`src/inc/icl_regs.svh`:
```
// register offsets, field positions and field codes of the interval counter
`ifndef ICL_REGS_SVH
`define ICL_REGS_SVH
`define ICL_PORT_CNT0 2'h0
`define ICL_PORT_CNT1 2'h1
`define ICL_PORT_CNT2 2'h2
`define ICL_PORT_CTRL 2'h3
`define ICL_SEL_HI 7
`define ICL_SEL_LO 6
`define ICL_RW_HI 5
`define ICL_RW_LO 4
`define ICL_RB_COUNT_N 5
`define ICL_RB_STATUS_N 4
`define ICL_RB_MASK_HI 3
`define ICL_RB_MASK_LO 1
`define ICL_SEL_READBACK 2'h3
`define ICL_RW_LATCH 2'h0
`define ICL_RW_LSB 2'h1
`define ICL_RW_MSB 2'h2
`define ICL_RW_WORD 2'h3
`define ICL_MODE_IOC 3'h0
`define ICL_MODE_ONESHOT 3'h1
`define ICL_NCOUNTERS 3
`endif

```
`src/inc/icl_pkg.sv`:
```
// types shared by the interval counter design
`default_nettype none
package icl_pkg;
  typedef struct packed {
    logic [1:0] rw;
    logic [2:0] mode;
    logic bcd;
  } icl_ctrl_t;
  typedef struct packed {
    logic out;
    logic null_count;
    icl_ctrl_t ctrl;
  } icl_status_t;
  typedef enum logic [2:0] {
    ICL_RD_TRANSP = 3'b001,
    ICL_RD_LOW = 3'b010,
    ICL_RD_HIGH = 3'b100
  } icl_rdstate_t;
endpackage
`default_nettype wire

```
`src/rtl/icl_timer.sv`:
```
// three-counter interval timer with latch, read-back, modes 0 and 1
`timescale 1ns/1ps
`default_nettype none
`include "icl_regs.svh"
module icl_timer
  import icl_pkg::*;
(
  input wire logic core_clk,
  input wire logic reset_n,
  input wire logic [1:0] io_addr,
  input wire logic io_wr,
  input wire logic io_rd,
  input wire logic [7:0] io_wdata,
  output logic [7:0] io_rdata,
  input wire logic timer_tick_input,
  input wire logic [2:0] counter_gate_input,
  output logic [2:0] counter_output_pin
);
  // ************************************************************
  // per-counter state, plus the shared tick delay and read data
  // ************************************************************
  localparam int N = `ICL_NCOUNTERS;
  icl_ctrl_t ctrl [N];
  icl_ctrl_t next_ctrl [N];
  logic [15:0] ce [N], next_ce [N];
  logic [15:0] cil [N], next_cil [N];
  logic [15:0] ol [N], next_ol [N];
  logic [N-1:0] ol_held, next_ol_held;
  logic [7:0] st_lat [N], next_st_lat [N];
  logic [N-1:0] st_held, next_st_held;
  icl_rdstate_t rd_st [N], next_rd_st [N];
  logic [N-1:0] wr_low_done, next_wr_low_done;
  logic [N-1:0] load_pend, next_load_pend;
  logic [N-1:0] armed, next_armed;
  logic [N-1:0] nullc, next_nullc;
  logic [N-1:0] outp, next_outp;
  logic [N-1:0] trig, next_trig;
  logic [N-1:0] trig_smp, next_trig_smp;
  logic [N-1:0] gate_d, next_gate_d;
  logic [N-1:0] gate_smp, next_gate_smp;
  logic tick_d, next_tick_d;
  logic [7:0] next_rdata;

  function automatic logic [7:0] status_byte(input logic o, input logic nc, input icl_ctrl_t c);
    status_byte = {o, nc, c};
  endfunction

  function automatic logic [15:0] dec16(input logic [15:0] v, input logic bcd);
    logic [15:0] r;
    r = v - 16'h0001;
    // bcd: borrow per digit, zero wraps to 9999
    if (bcd) begin
      for (int d = 0; d < 4; d++) begin
        if (r[d*4 +: 4] > 4'h9) begin
          r[d*4 +: 4] = r[d*4 +: 4] - 4'h6;
        end
      end
    end
    dec16 = r;
  endfunction

  wire tick_rise = timer_tick_input && !tick_d;
  wire tick_fall = !timer_tick_input && tick_d;
  wire ctrl_wr = io_wr && (io_addr == `ICL_PORT_CTRL);
  wire [1:0] sel = io_wdata[`ICL_SEL_HI:`ICL_SEL_LO];
  wire is_rb = (sel == `ICL_SEL_READBACK);
  wire [2:0] rb_mask = io_wdata[`ICL_RB_MASK_HI:`ICL_RB_MASK_LO];

  // ************************************************************
  // next-state logic
  // ************************************************************
  always_comb begin
    next_tick_d = timer_tick_input;
    next_rdata = io_rdata;
    for (int i = 0; i < N; i++) begin
      next_ctrl[i] = ctrl[i];
      next_ce[i] = ce[i];
      next_cil[i] = cil[i];
      next_ol[i] = ol_held[i] ? ol[i] : ce[i];
      next_ol_held[i] = ol_held[i];
      next_st_lat[i] = st_lat[i];
      next_st_held[i] = st_held[i];
      next_rd_st[i] = rd_st[i];
      next_wr_low_done[i] = wr_low_done[i];
      next_load_pend[i] = load_pend[i];
      next_armed[i] = armed[i];
      next_nullc[i] = nullc[i];
      next_outp[i] = outp[i];
      next_gate_d[i] = counter_gate_input[i];
      next_trig[i] = trig[i] || (counter_gate_input[i] && !gate_d[i]);
      next_trig_smp[i] = trig_smp[i];
      next_gate_smp[i] = gate_smp[i];
      // gate sampled on tick rise; edge flag cleared once sampled
      if (tick_rise) begin
        next_gate_smp[i] = counter_gate_input[i];
        next_trig_smp[i] = trig[i] || (counter_gate_input[i] && !gate_d[i]);
        next_trig[i] = 1'b0;
      end

      // counting element on the falling half of a tick
      // placed before the host paths so a same-cycle write or control word wins
      if (tick_fall) begin
        if (ctrl[i].mode == `ICL_MODE_ONESHOT) begin
          if (load_pend[i]) begin
            next_armed[i] = 1'b1;
            next_load_pend[i] = 1'b0;
          end
          if (trig_smp[i] && (armed[i] || load_pend[i])) begin
            next_ce[i] = cil[i];
            next_nullc[i] = 1'b0;
            next_outp[i] = 1'b0;
          end else if (!outp[i]) begin
            next_ce[i] = dec16(ce[i], ctrl[i].bcd);
            if (ce[i] == 16'h0001) begin
              next_outp[i] = 1'b1;
            end
          end else begin
            next_ce[i] = dec16(ce[i], ctrl[i].bcd);
          end
          next_trig_smp[i] = 1'b0;
        end else if (load_pend[i]) begin
          next_ce[i] = cil[i];
          next_nullc[i] = 1'b0;
          next_load_pend[i] = 1'b0;
        end else if (gate_smp[i]) begin
          next_ce[i] = dec16(ce[i], ctrl[i].bcd);
          if (ce[i] == 16'h0001) begin
            next_outp[i] = 1'b1;
          end
        end
      end

      // host read of a counter port
      if (io_rd && io_addr == 2'(i)) begin
        if (st_held[i]) begin
          next_rdata = st_lat[i];
          next_st_held[i] = 1'b0;
        end else begin
          unique case (rd_st[i])
            ICL_RD_HIGH: begin
              next_rdata = ol[i][15:8];
              next_rd_st[i] = ICL_RD_LOW;
              next_ol_held[i] = 1'b0;
            end
            default: begin
              if (ctrl[i].rw == `ICL_RW_MSB) begin
                next_rdata = ol[i][15:8];
                next_ol_held[i] = 1'b0;
              end else begin
                next_rdata = ol[i][7:0];
                if (ctrl[i].rw == `ICL_RW_WORD) begin
                  next_rd_st[i] = ICL_RD_HIGH;
                end else begin
                  next_ol_held[i] = 1'b0;
                end
              end
            end
          endcase
        end
      end

      // host write of a count byte
      if (io_wr && io_addr == 2'(i)) begin
        next_nullc[i] = 1'b1;
        unique case (ctrl[i].rw)
          `ICL_RW_LSB: begin
            next_cil[i] = {8'h00, io_wdata};
            next_load_pend[i] = 1'b1;
          end
          `ICL_RW_MSB: begin
            next_cil[i] = {io_wdata, 8'h00};
            next_load_pend[i] = 1'b1;
          end
          default: begin
            if (!wr_low_done[i]) begin
              next_cil[i][7:0] = io_wdata;
              next_wr_low_done[i] = 1'b1;
            end else begin
              next_cil[i][15:8] = io_wdata;
              next_wr_low_done[i] = 1'b0;
              next_load_pend[i] = 1'b1;
            end
          end
        endcase
        if (ctrl[i].mode == `ICL_MODE_IOC) begin
          next_outp[i] = 1'b0;
        end
      end

      // control port: latch, read-back or control word
      if (ctrl_wr) begin
        if (is_rb) begin
          if (rb_mask[i]) begin
            if (!io_wdata[`ICL_RB_COUNT_N] && !ol_held[i]) begin
              next_ol[i] = ce[i];
              next_ol_held[i] = 1'b1;
            end
            if (!io_wdata[`ICL_RB_STATUS_N] && !st_held[i]) begin
              next_st_lat[i] = status_byte(outp[i], nullc[i], ctrl[i]);
              next_st_held[i] = 1'b1;
            end
          end
        end else if (sel == 2'(i)) begin
          if (io_wdata[`ICL_RW_HI:`ICL_RW_LO] == `ICL_RW_LATCH) begin
            if (!ol_held[i]) begin
              next_ol[i] = ce[i];
              next_ol_held[i] = 1'b1;
            end
          end else begin
            next_ctrl[i] = io_wdata[5:0];
            next_nullc[i] = 1'b1;
            next_ol_held[i] = 1'b0;
            next_st_held[i] = 1'b0;
            next_rd_st[i] = ICL_RD_TRANSP;
            next_wr_low_done[i] = 1'b0;
            next_load_pend[i] = 1'b0;
            next_armed[i] = 1'b0;
            next_outp[i] = (io_wdata[3:1] != `ICL_MODE_IOC);
          end
        end
      end
    end
  end

  // ************************************************************
  // registers
  // ************************************************************
  always_ff @(posedge core_clk or negedge reset_n) begin
    if (!reset_n) begin
      tick_d <= 1'b0;
      io_rdata <= 8'h00;
      counter_output_pin <= 3'h0;
      ol_held <= '0;
      st_held <= '0;
      wr_low_done <= '0;
      load_pend <= '0;
      armed <= '0;
      nullc <= '0;
      outp <= '0;
      trig <= '0;
      trig_smp <= '0;
      gate_d <= '0;
      gate_smp <= '0;
      for (int i = 0; i < N; i++) begin
        ctrl[i] <= '0;
        ce[i] <= 16'h0000;
        cil[i] <= 16'h0000;
        ol[i] <= 16'h0000;
        st_lat[i] <= 8'h00;
        rd_st[i] <= ICL_RD_TRANSP;
      end
    end else begin
      tick_d <= next_tick_d;
      io_rdata <= next_rdata;
      counter_output_pin <= next_outp;
      ol_held <= next_ol_held;
      st_held <= next_st_held;
      wr_low_done <= next_wr_low_done;
      load_pend <= next_load_pend;
      armed <= next_armed;
      nullc <= next_nullc;
      outp <= next_outp;
      trig <= next_trig;
      trig_smp <= next_trig_smp;
      gate_d <= next_gate_d;
      gate_smp <= next_gate_smp;
      for (int i = 0; i < N; i++) begin
        ctrl[i] <= next_ctrl[i];
        ce[i] <= next_ce[i];
        cil[i] <= next_cil[i];
        ol[i] <= next_ol[i];
        st_lat[i] <= next_st_lat[i];
        rd_st[i] <= next_rd_st[i];
      end
    end
  end
endmodule
`default_nettype wire

```
`config.mk`:
```
export PLATFORM = sky130hd
export DESIGN_NAME = icl_timer
export DESIGN_NICKNAME = d
export VERILOG_FILES = /design/src/inc/icl_pkg.sv /design/src/rtl/icl_timer.sv
export VERILOG_INCLUDE_DIRS = /design/src /design/src/inc
export SDC_FILE = /design/constraint.sdc
export NUM_CORES = 1
export LEC_CHECK = 0
export BUFFER_PORTS_ARGS = -buffer_cell sky130_fd_sc_hd__clkbuf_2
export CAP_MARGIN = 15
export CELL_PAD_IN_SITES_DETAIL_PLACEMENT = 1
export CELL_PAD_IN_SITES_GLOBAL_PLACEMENT = 2
export CORE_MARGIN = 3
export CORE_UTILIZATION = 35
export CTS_BUF_LIST = sky130_fd_sc_hd__clkbuf_8
export CTS_CLUSTER_DIAMETER = 200
export DETAILED_ROUTE_END_ITERATION = 8
export GPL_ROUTABILITY_DRIVEN = 0
export PLACE_DENSITY_LB_ADDON = 0.08
export SYNTH_ARGS = -nofsm -noshare
export SYNTH_HDL_FRONTEND = slang
export SYNTH_SLANG_ARGS = --single-unit
```
`constraint.sdc`:
```
create_clock -name core_clk -period 4 [get_ports core_clk]
set_input_delay 0.8 -clock core_clk [delete_from_list [all_inputs] [get_ports core_clk]]
set_output_delay 0.8 -clock core_clk [all_outputs]
set_load 0.05 [all_outputs]
```
[Word level (Yosys, flattened, before mapping)]
Cells that the tools add are included.
Word-level totals
  bits in registers: 237
  input bits: 18
  output and inout port bits: 11
  logic and storage cells: 471
Cells by class
  $add $sub $neg: 15
  $lt $le $gt $ge: 12
  equal/unequal tests: 27
  mux-type cells: 303
  bitwise logic cells: 2
  reduce and logical (&&, ||, !) cells: 72
Operator list (count)
  16-bit 2-to-1 mux: 39
  1-bit 2-to-1 mux: 204
  8-bit 2-to-1 mux: 18
  16-bit case mux with 2 select lines: 3
  3-bit 2-to-1 mux: 27
  16-bit by 1-bit == test with 1-bit output, second input constant: 3
  4-bit greater-than comparator, second input constant: 12
  4-bit 2-to-1 mux: 12
  16-bit by 1-bit subtractor with 16-bit output, second input constant: 3
  4-bit by 3-bit subtractor with 4-bit output, second input constant: 12
  4-bit AND reduction: 6
  3-bit nonzero test: 8
  1-bit logical AND: 21
  2-bit == test, second input constant: 10
  2-bit AND reduction: 9
  1-bit zero test: 13
  2-bit by 1-bit == test with 1-bit output, second input constant: 5
  3-bit by 1-bit == test with 1-bit output, second input constant: 3
  3-bit == test, second input constant: 3
  3-bit zero test: 3
  3-bit by 1-bit != test with 1-bit output, second input constant: 3
  2-bit zero test: 3
  1-bit logical OR: 6
  2-bit OR reduction: 3
  1-bit inverter: 2

[Longest topological paths before layout]
  depth after elaboration: 12
  mapped depth: 13

[Worst setup path after synthesis]
No wires, ideal clock.
  path kind: register to register
  start: register ce[32] (netlist bit)
  end: register ce[39] (netlist bit)
  setup time: 0.132 ns
  arrival: 2.687 ns
  data required time: 3.868 ns
  setup slack: 1.181 ns
  stages on the path, launching flop included: 14
  path buffers: 2
  cells stage by stage: dfrtp_1 > clkbuf_1 > inv_1 > ha_1 > clkbuf_1 > or3b_2 > nor3_1 > xnor2_1 > ha_1 > nand2b_1 > a21oi_1 > a21boi_0 > a221oi_1 > o21ai_0
Between the ends
  cells in the longest elaborated chain, start to end: 7
Ends and longest elaborated chain
  start: declaration: line icl_timer.sv:25  | logic [15:0] ce [N], next_ce [N];
  start signal: indexed assignment: line icl_timer.sv:269  | ce[i] <= next_ce[i];
  16-bit by 1-bit subtractor with 16-bit output (*): line icl_timer.sv:50  | r = v - 16'h0001;
  4-bit by 3-bit subtractor with 4-bit output / 4-bit greater-than comparator (equally long branches): line icl_timer.sv:55, icl_timer.sv:54
  4-bit 2-to-1 mux: line icl_timer.sv:54  | if (r[d*4 +: 4] > 4'h9) begin
  16-bit 2-to-1 mux (*): line icl_timer.sv:52  | if (bcd) begin
  16-bit 2-to-1 mux: line icl_timer.sv:125  | end else if (gate_smp[i]) begin
  16-bit 2-to-1 mux: line icl_timer.sv:121  | end else if (load_pend[i]) begin
  16-bit 2-to-1 mux (*): line icl_timer.sv:103  | if (ctrl[i].mode == `ICL_MODE_ONESHOT) begin
Mark *: on every way between the ends. The rest lies on a longest branch, timed or not. The select of a mux whose other input is x is not followed.
A chain may end at the register's enable or synchronous reset.

[Worst setup path in the final report]
  start: register ce[41] (netlist bit)
  end: register ce[47] (netlist bit)
The elaborated chain is that of the path after synthesis.

==> metrics.md <==
| Metric | Value |
|---|---|
| Status | completed |
| Remaining DRCs | 0 |
| Leak | 6.231 nW |
| Gr usage total | 21.78% |
| Rows | 69 |
| Port buffer count | 28 |
| HP Class | primary input to asynchronous set/reset pin |
| TritonCTS clock tree | yes |
| Synthesized area | 12960 um^2 |
| Synth Area in Compound Gates | 18.37% |
| Post-route ant nets | 0 |
| Net Count, Synth | 1430 |
| Slew HR | 41.42% |
| Detailed Place HPWL | 29450 um |
| Largest family of logic cells by synthesized area | compound AO/OA/AOI/OAI gates |
| WP data required | 4.45 ns |
| Initial antenna violation count | 0 |
| Crit path arrival time | 3.56 ns |
| Slew Limit Fails | 0 |
| Cell taking the most area after synthesis | dfrtp_1 |
| Final setup violation count | 0 |
| Vias per cell | 5.529 |
| Die Y | 198.4 um |
| Avg Synthesized Cell Area | 9.399 um^2 |
| Simple-gate share of the synthesized area | 16.79% |
| Ant. Diodes | 0 |
| Clock Tree Buf Depth | 3 |
| Crit path top cell by count | o21ai_0 |
| Die X-Extent | 198.4 um |
| Drt total wl | 41920 um |
| Vias in the first global route | 10950 |
| Syn Inst Count | 1379 |
| Grt ovf | 0 |
| Share of post-route cells with drive strength above 1 | 17.97% |
| Worst path max stage delay | 0.53 ns |
| Inst Count DP | 1810 |
| Cts bufs inserted | 46 |
| Setup Skew | 0.02450 ns |
| Ys flop type | dfrtp_1 |
| Core ar. | 36000 um^2 |
| Post-layout min period | 3.110 ns |
| Yosys cell types | 81 |
| CP startpoint kind | flop |
| First-pass GRT wire length | 66040 um |
| Root Driver | clkbuf_8 |
| Post-synthesis sequential area ratio | 45.79% |
| Worst-path clk slew | 0.06 ns |
| EDFF count, synth | 0 |
| Max Cap Viol | 0 |
| TNS Setup | 0 ns |
| Final period utilization | 77.75% |
| Synth-to-layout area growth | 12.03% |
| Fin. Hold Viols | 0 |
| Synth top area cells | dfrtp_1, mux2_2, o21ai_0 |
| Crit-path cells | nor4_1 > nand3_1 > or3b_1 > xnor2_1 > ha_1 > nand2b_1 > a311oi_1 > nor3_1 > o21ai_0 > o21ai_0 |
| IO Pins | 29 |
| Post-Synth XOR/XNOR Area | 1.622% |
| Crit path kind | flop to flop |
| Proportion of synthesized area in mux cells | 9.567% |
| F_max | 321.6 MHz |
| Total number of H-tree levels | 2 |
| Nets | 1449 |
| # Post-CTS Setup Buffers | 0 |
| Most used cells in the layout excluding fill and tap cells | dfrtp_1, nand2_1, o21ai_0, nor2_1, mux2_2 |
| Vias | 10490 |
| Cts hold-fix bufs | 0 |
| Crit Path Max Fanout | 11 |
| Post-CTS sizing | 0 |
| Initial Util | 36.00% |
| WL/cell | 22.10 um |
| Synth Area in Adders | 3.186% |
| Crit end category | flop |
| Critical-path top delay cell | nor4_1 |
| Async set or reset register ratio after synthesis | 100.0% |
| Iteration-0 DRC Markers | 511 |
| Filler cells | 4111 |
| Post-route insts no fill | 1897 |
| Most common cell after layout, fill and taps aside | dfrtp_1 |
| Post-synth top area share | 45.18% |
| Pin count of the biggest net entering global routing | 94 |
| Worst-Margin Slew | 0.8787 ns |
| Yosys reg bits | 237 |
| Peak VDD IR | 0.3309 mV |
| Clock Sinks | 237 |
| Synth warn | 0 |
| Full die area | 39380 um^2 |
| PD cells | 734.1 nW/um^2 |
| RSZ-0062 raised after global routing | no |
| DRT Pass-1 Iters | 4 |
| Latest clock arrival within the worst-skew pair | 0.60 ns |
## logic make-up (layout without fill, tap and decap cells)
| family | after synthesis | in the layout |
|---|---|---|
| xor+xnor | 24 | 24 |
| simple gates | 437 | 437 |
| compound gates | 380 | 380 |
| fa+ha+maj | 33 | 33 |
| buf+inv | 155 | 212 |
| mux | 113 | 113 |
| flops | 237 | 237 |
## state kept, by name, indices dropped and copies added (netlist names), 8 cells and up
signal / cells
rd_st: 9
ctrl: 18
cil: 48
io_rdata: 8
ce: 48
ol: 48
st_lat: 24
## power breakdown
group          internal, W  leakage, nW  total [W]  switching [W]
registers          0.00330         2.90    0.00437        0.00107
logic              0.00158         2.78    0.00385        0.00227
clock network      0.00133        0.551    0.00244        0.00111
## worst paths after layout
check | from | endpoint | slack (ns) | cells after the start
hold / removal | reset_n | ce[11]$_DFFE_PN0P_ | 0.21 | 1
hold reg to reg | cil[14]$_DFFE_PN0P_ | cil[14]$_DFFE_PN0P_ | 0.47 | 2
max in group asynchronous | reset_n | rd_st[3]$_DFF_PN1_ | 2.80 | 2
setup reg to reg | ce[41]$_DFFE_PN0P_ | ce[47]$_DFFE_PN0P_ | 0.89 | 10
min in group core_clk | counter_gate_input[1] | gate_d[1]$_DFF_PN0_ | 0.36 | 1
setup / recovery | ce[41]$_DFFE_PN0P_ | ce[47]$_DFFE_PN0P_ | 0.89 | 10
## area by class of cell
type	count	area, um^2	share of cell area [%]
clock inverters	27	116.4	0.8014
flip-flops and latches	237	5934	40.87
well taps	461	576.8	3.972
inverters	68	255.2	1.758
clock buffers	59	812.0	5.592
repair buffers	58	400.4	2.757
multi-input cells	987	6425	44.25
## per-stage QoR
step | hold WS (ns) | utilization (%) | setup slack [ns] | power [W] | area (um^2)
after floorplan | 0.4305 | - | 1.181 | 0.006874 | 12960
after global placement | 0.4521 | 37.73 | 0.9691 | 0.008194 | 13580
after detailed placement | 0.4646 | 37.73 | 0.8851 | 0.008294 | 13580
after CTS | 0.2479 | 40.31 | 0.8695 | 0.01081 | 14510
after global routing | 0.2823 | 40.33 | 0.5383 | 0.01154 | 14520
final | 0.2071 | 40.33 | 0.8901 | 0.01066 | 14520
## worst max-delay path, delay by kind of cell, from the launching register on
kind	cells	cell delay, ns
AO/OA/AOI/OAI	3	0.67
XOR/XNOR	1	0.15
adder cells (fa/ha/maj)	1	0.20
flip-flops	1	0.49
AND/OR/NAND/NOR	5	1.46
## metal layers
metal	vias to the layer above	part of all wire, %	wire length, um	track usage [%]
met2	129	48	20030	36.36
met5	-	0	0	0
met1	5285	46	19380	29.22
met4	0	3.0	1239	6.819
met3	66	3.0	1271	3.489
li1	5009	-	-	-
## Yosys cell counts (8+ instances only)
library cell	number
inv_1	67
nor4_1	10
nor3b_1	8
buf_1	11
xor2_1	11
nor3_1	21
o21ai_0	151
mux2_2	87
ha_1	33
a31oi_1	12
nor2b_1	10
a22oi_1	8
xnor2_1	13
o22ai_1	18
dfrtp_1	234
nor2_1	92
nand3_1	56
a21oi_1	67
o221ai_1	11
o211ai_1	10
nand2_1	152
or3_1	12
clkbuf_1	66
buf_2	8
mux2i_1	26
a211oi_1	10
a21o_1	8
or2_2	10
nand2b_1	15
a221oi_1	14
Note: power is estimated with default switching activity, not from simulation.
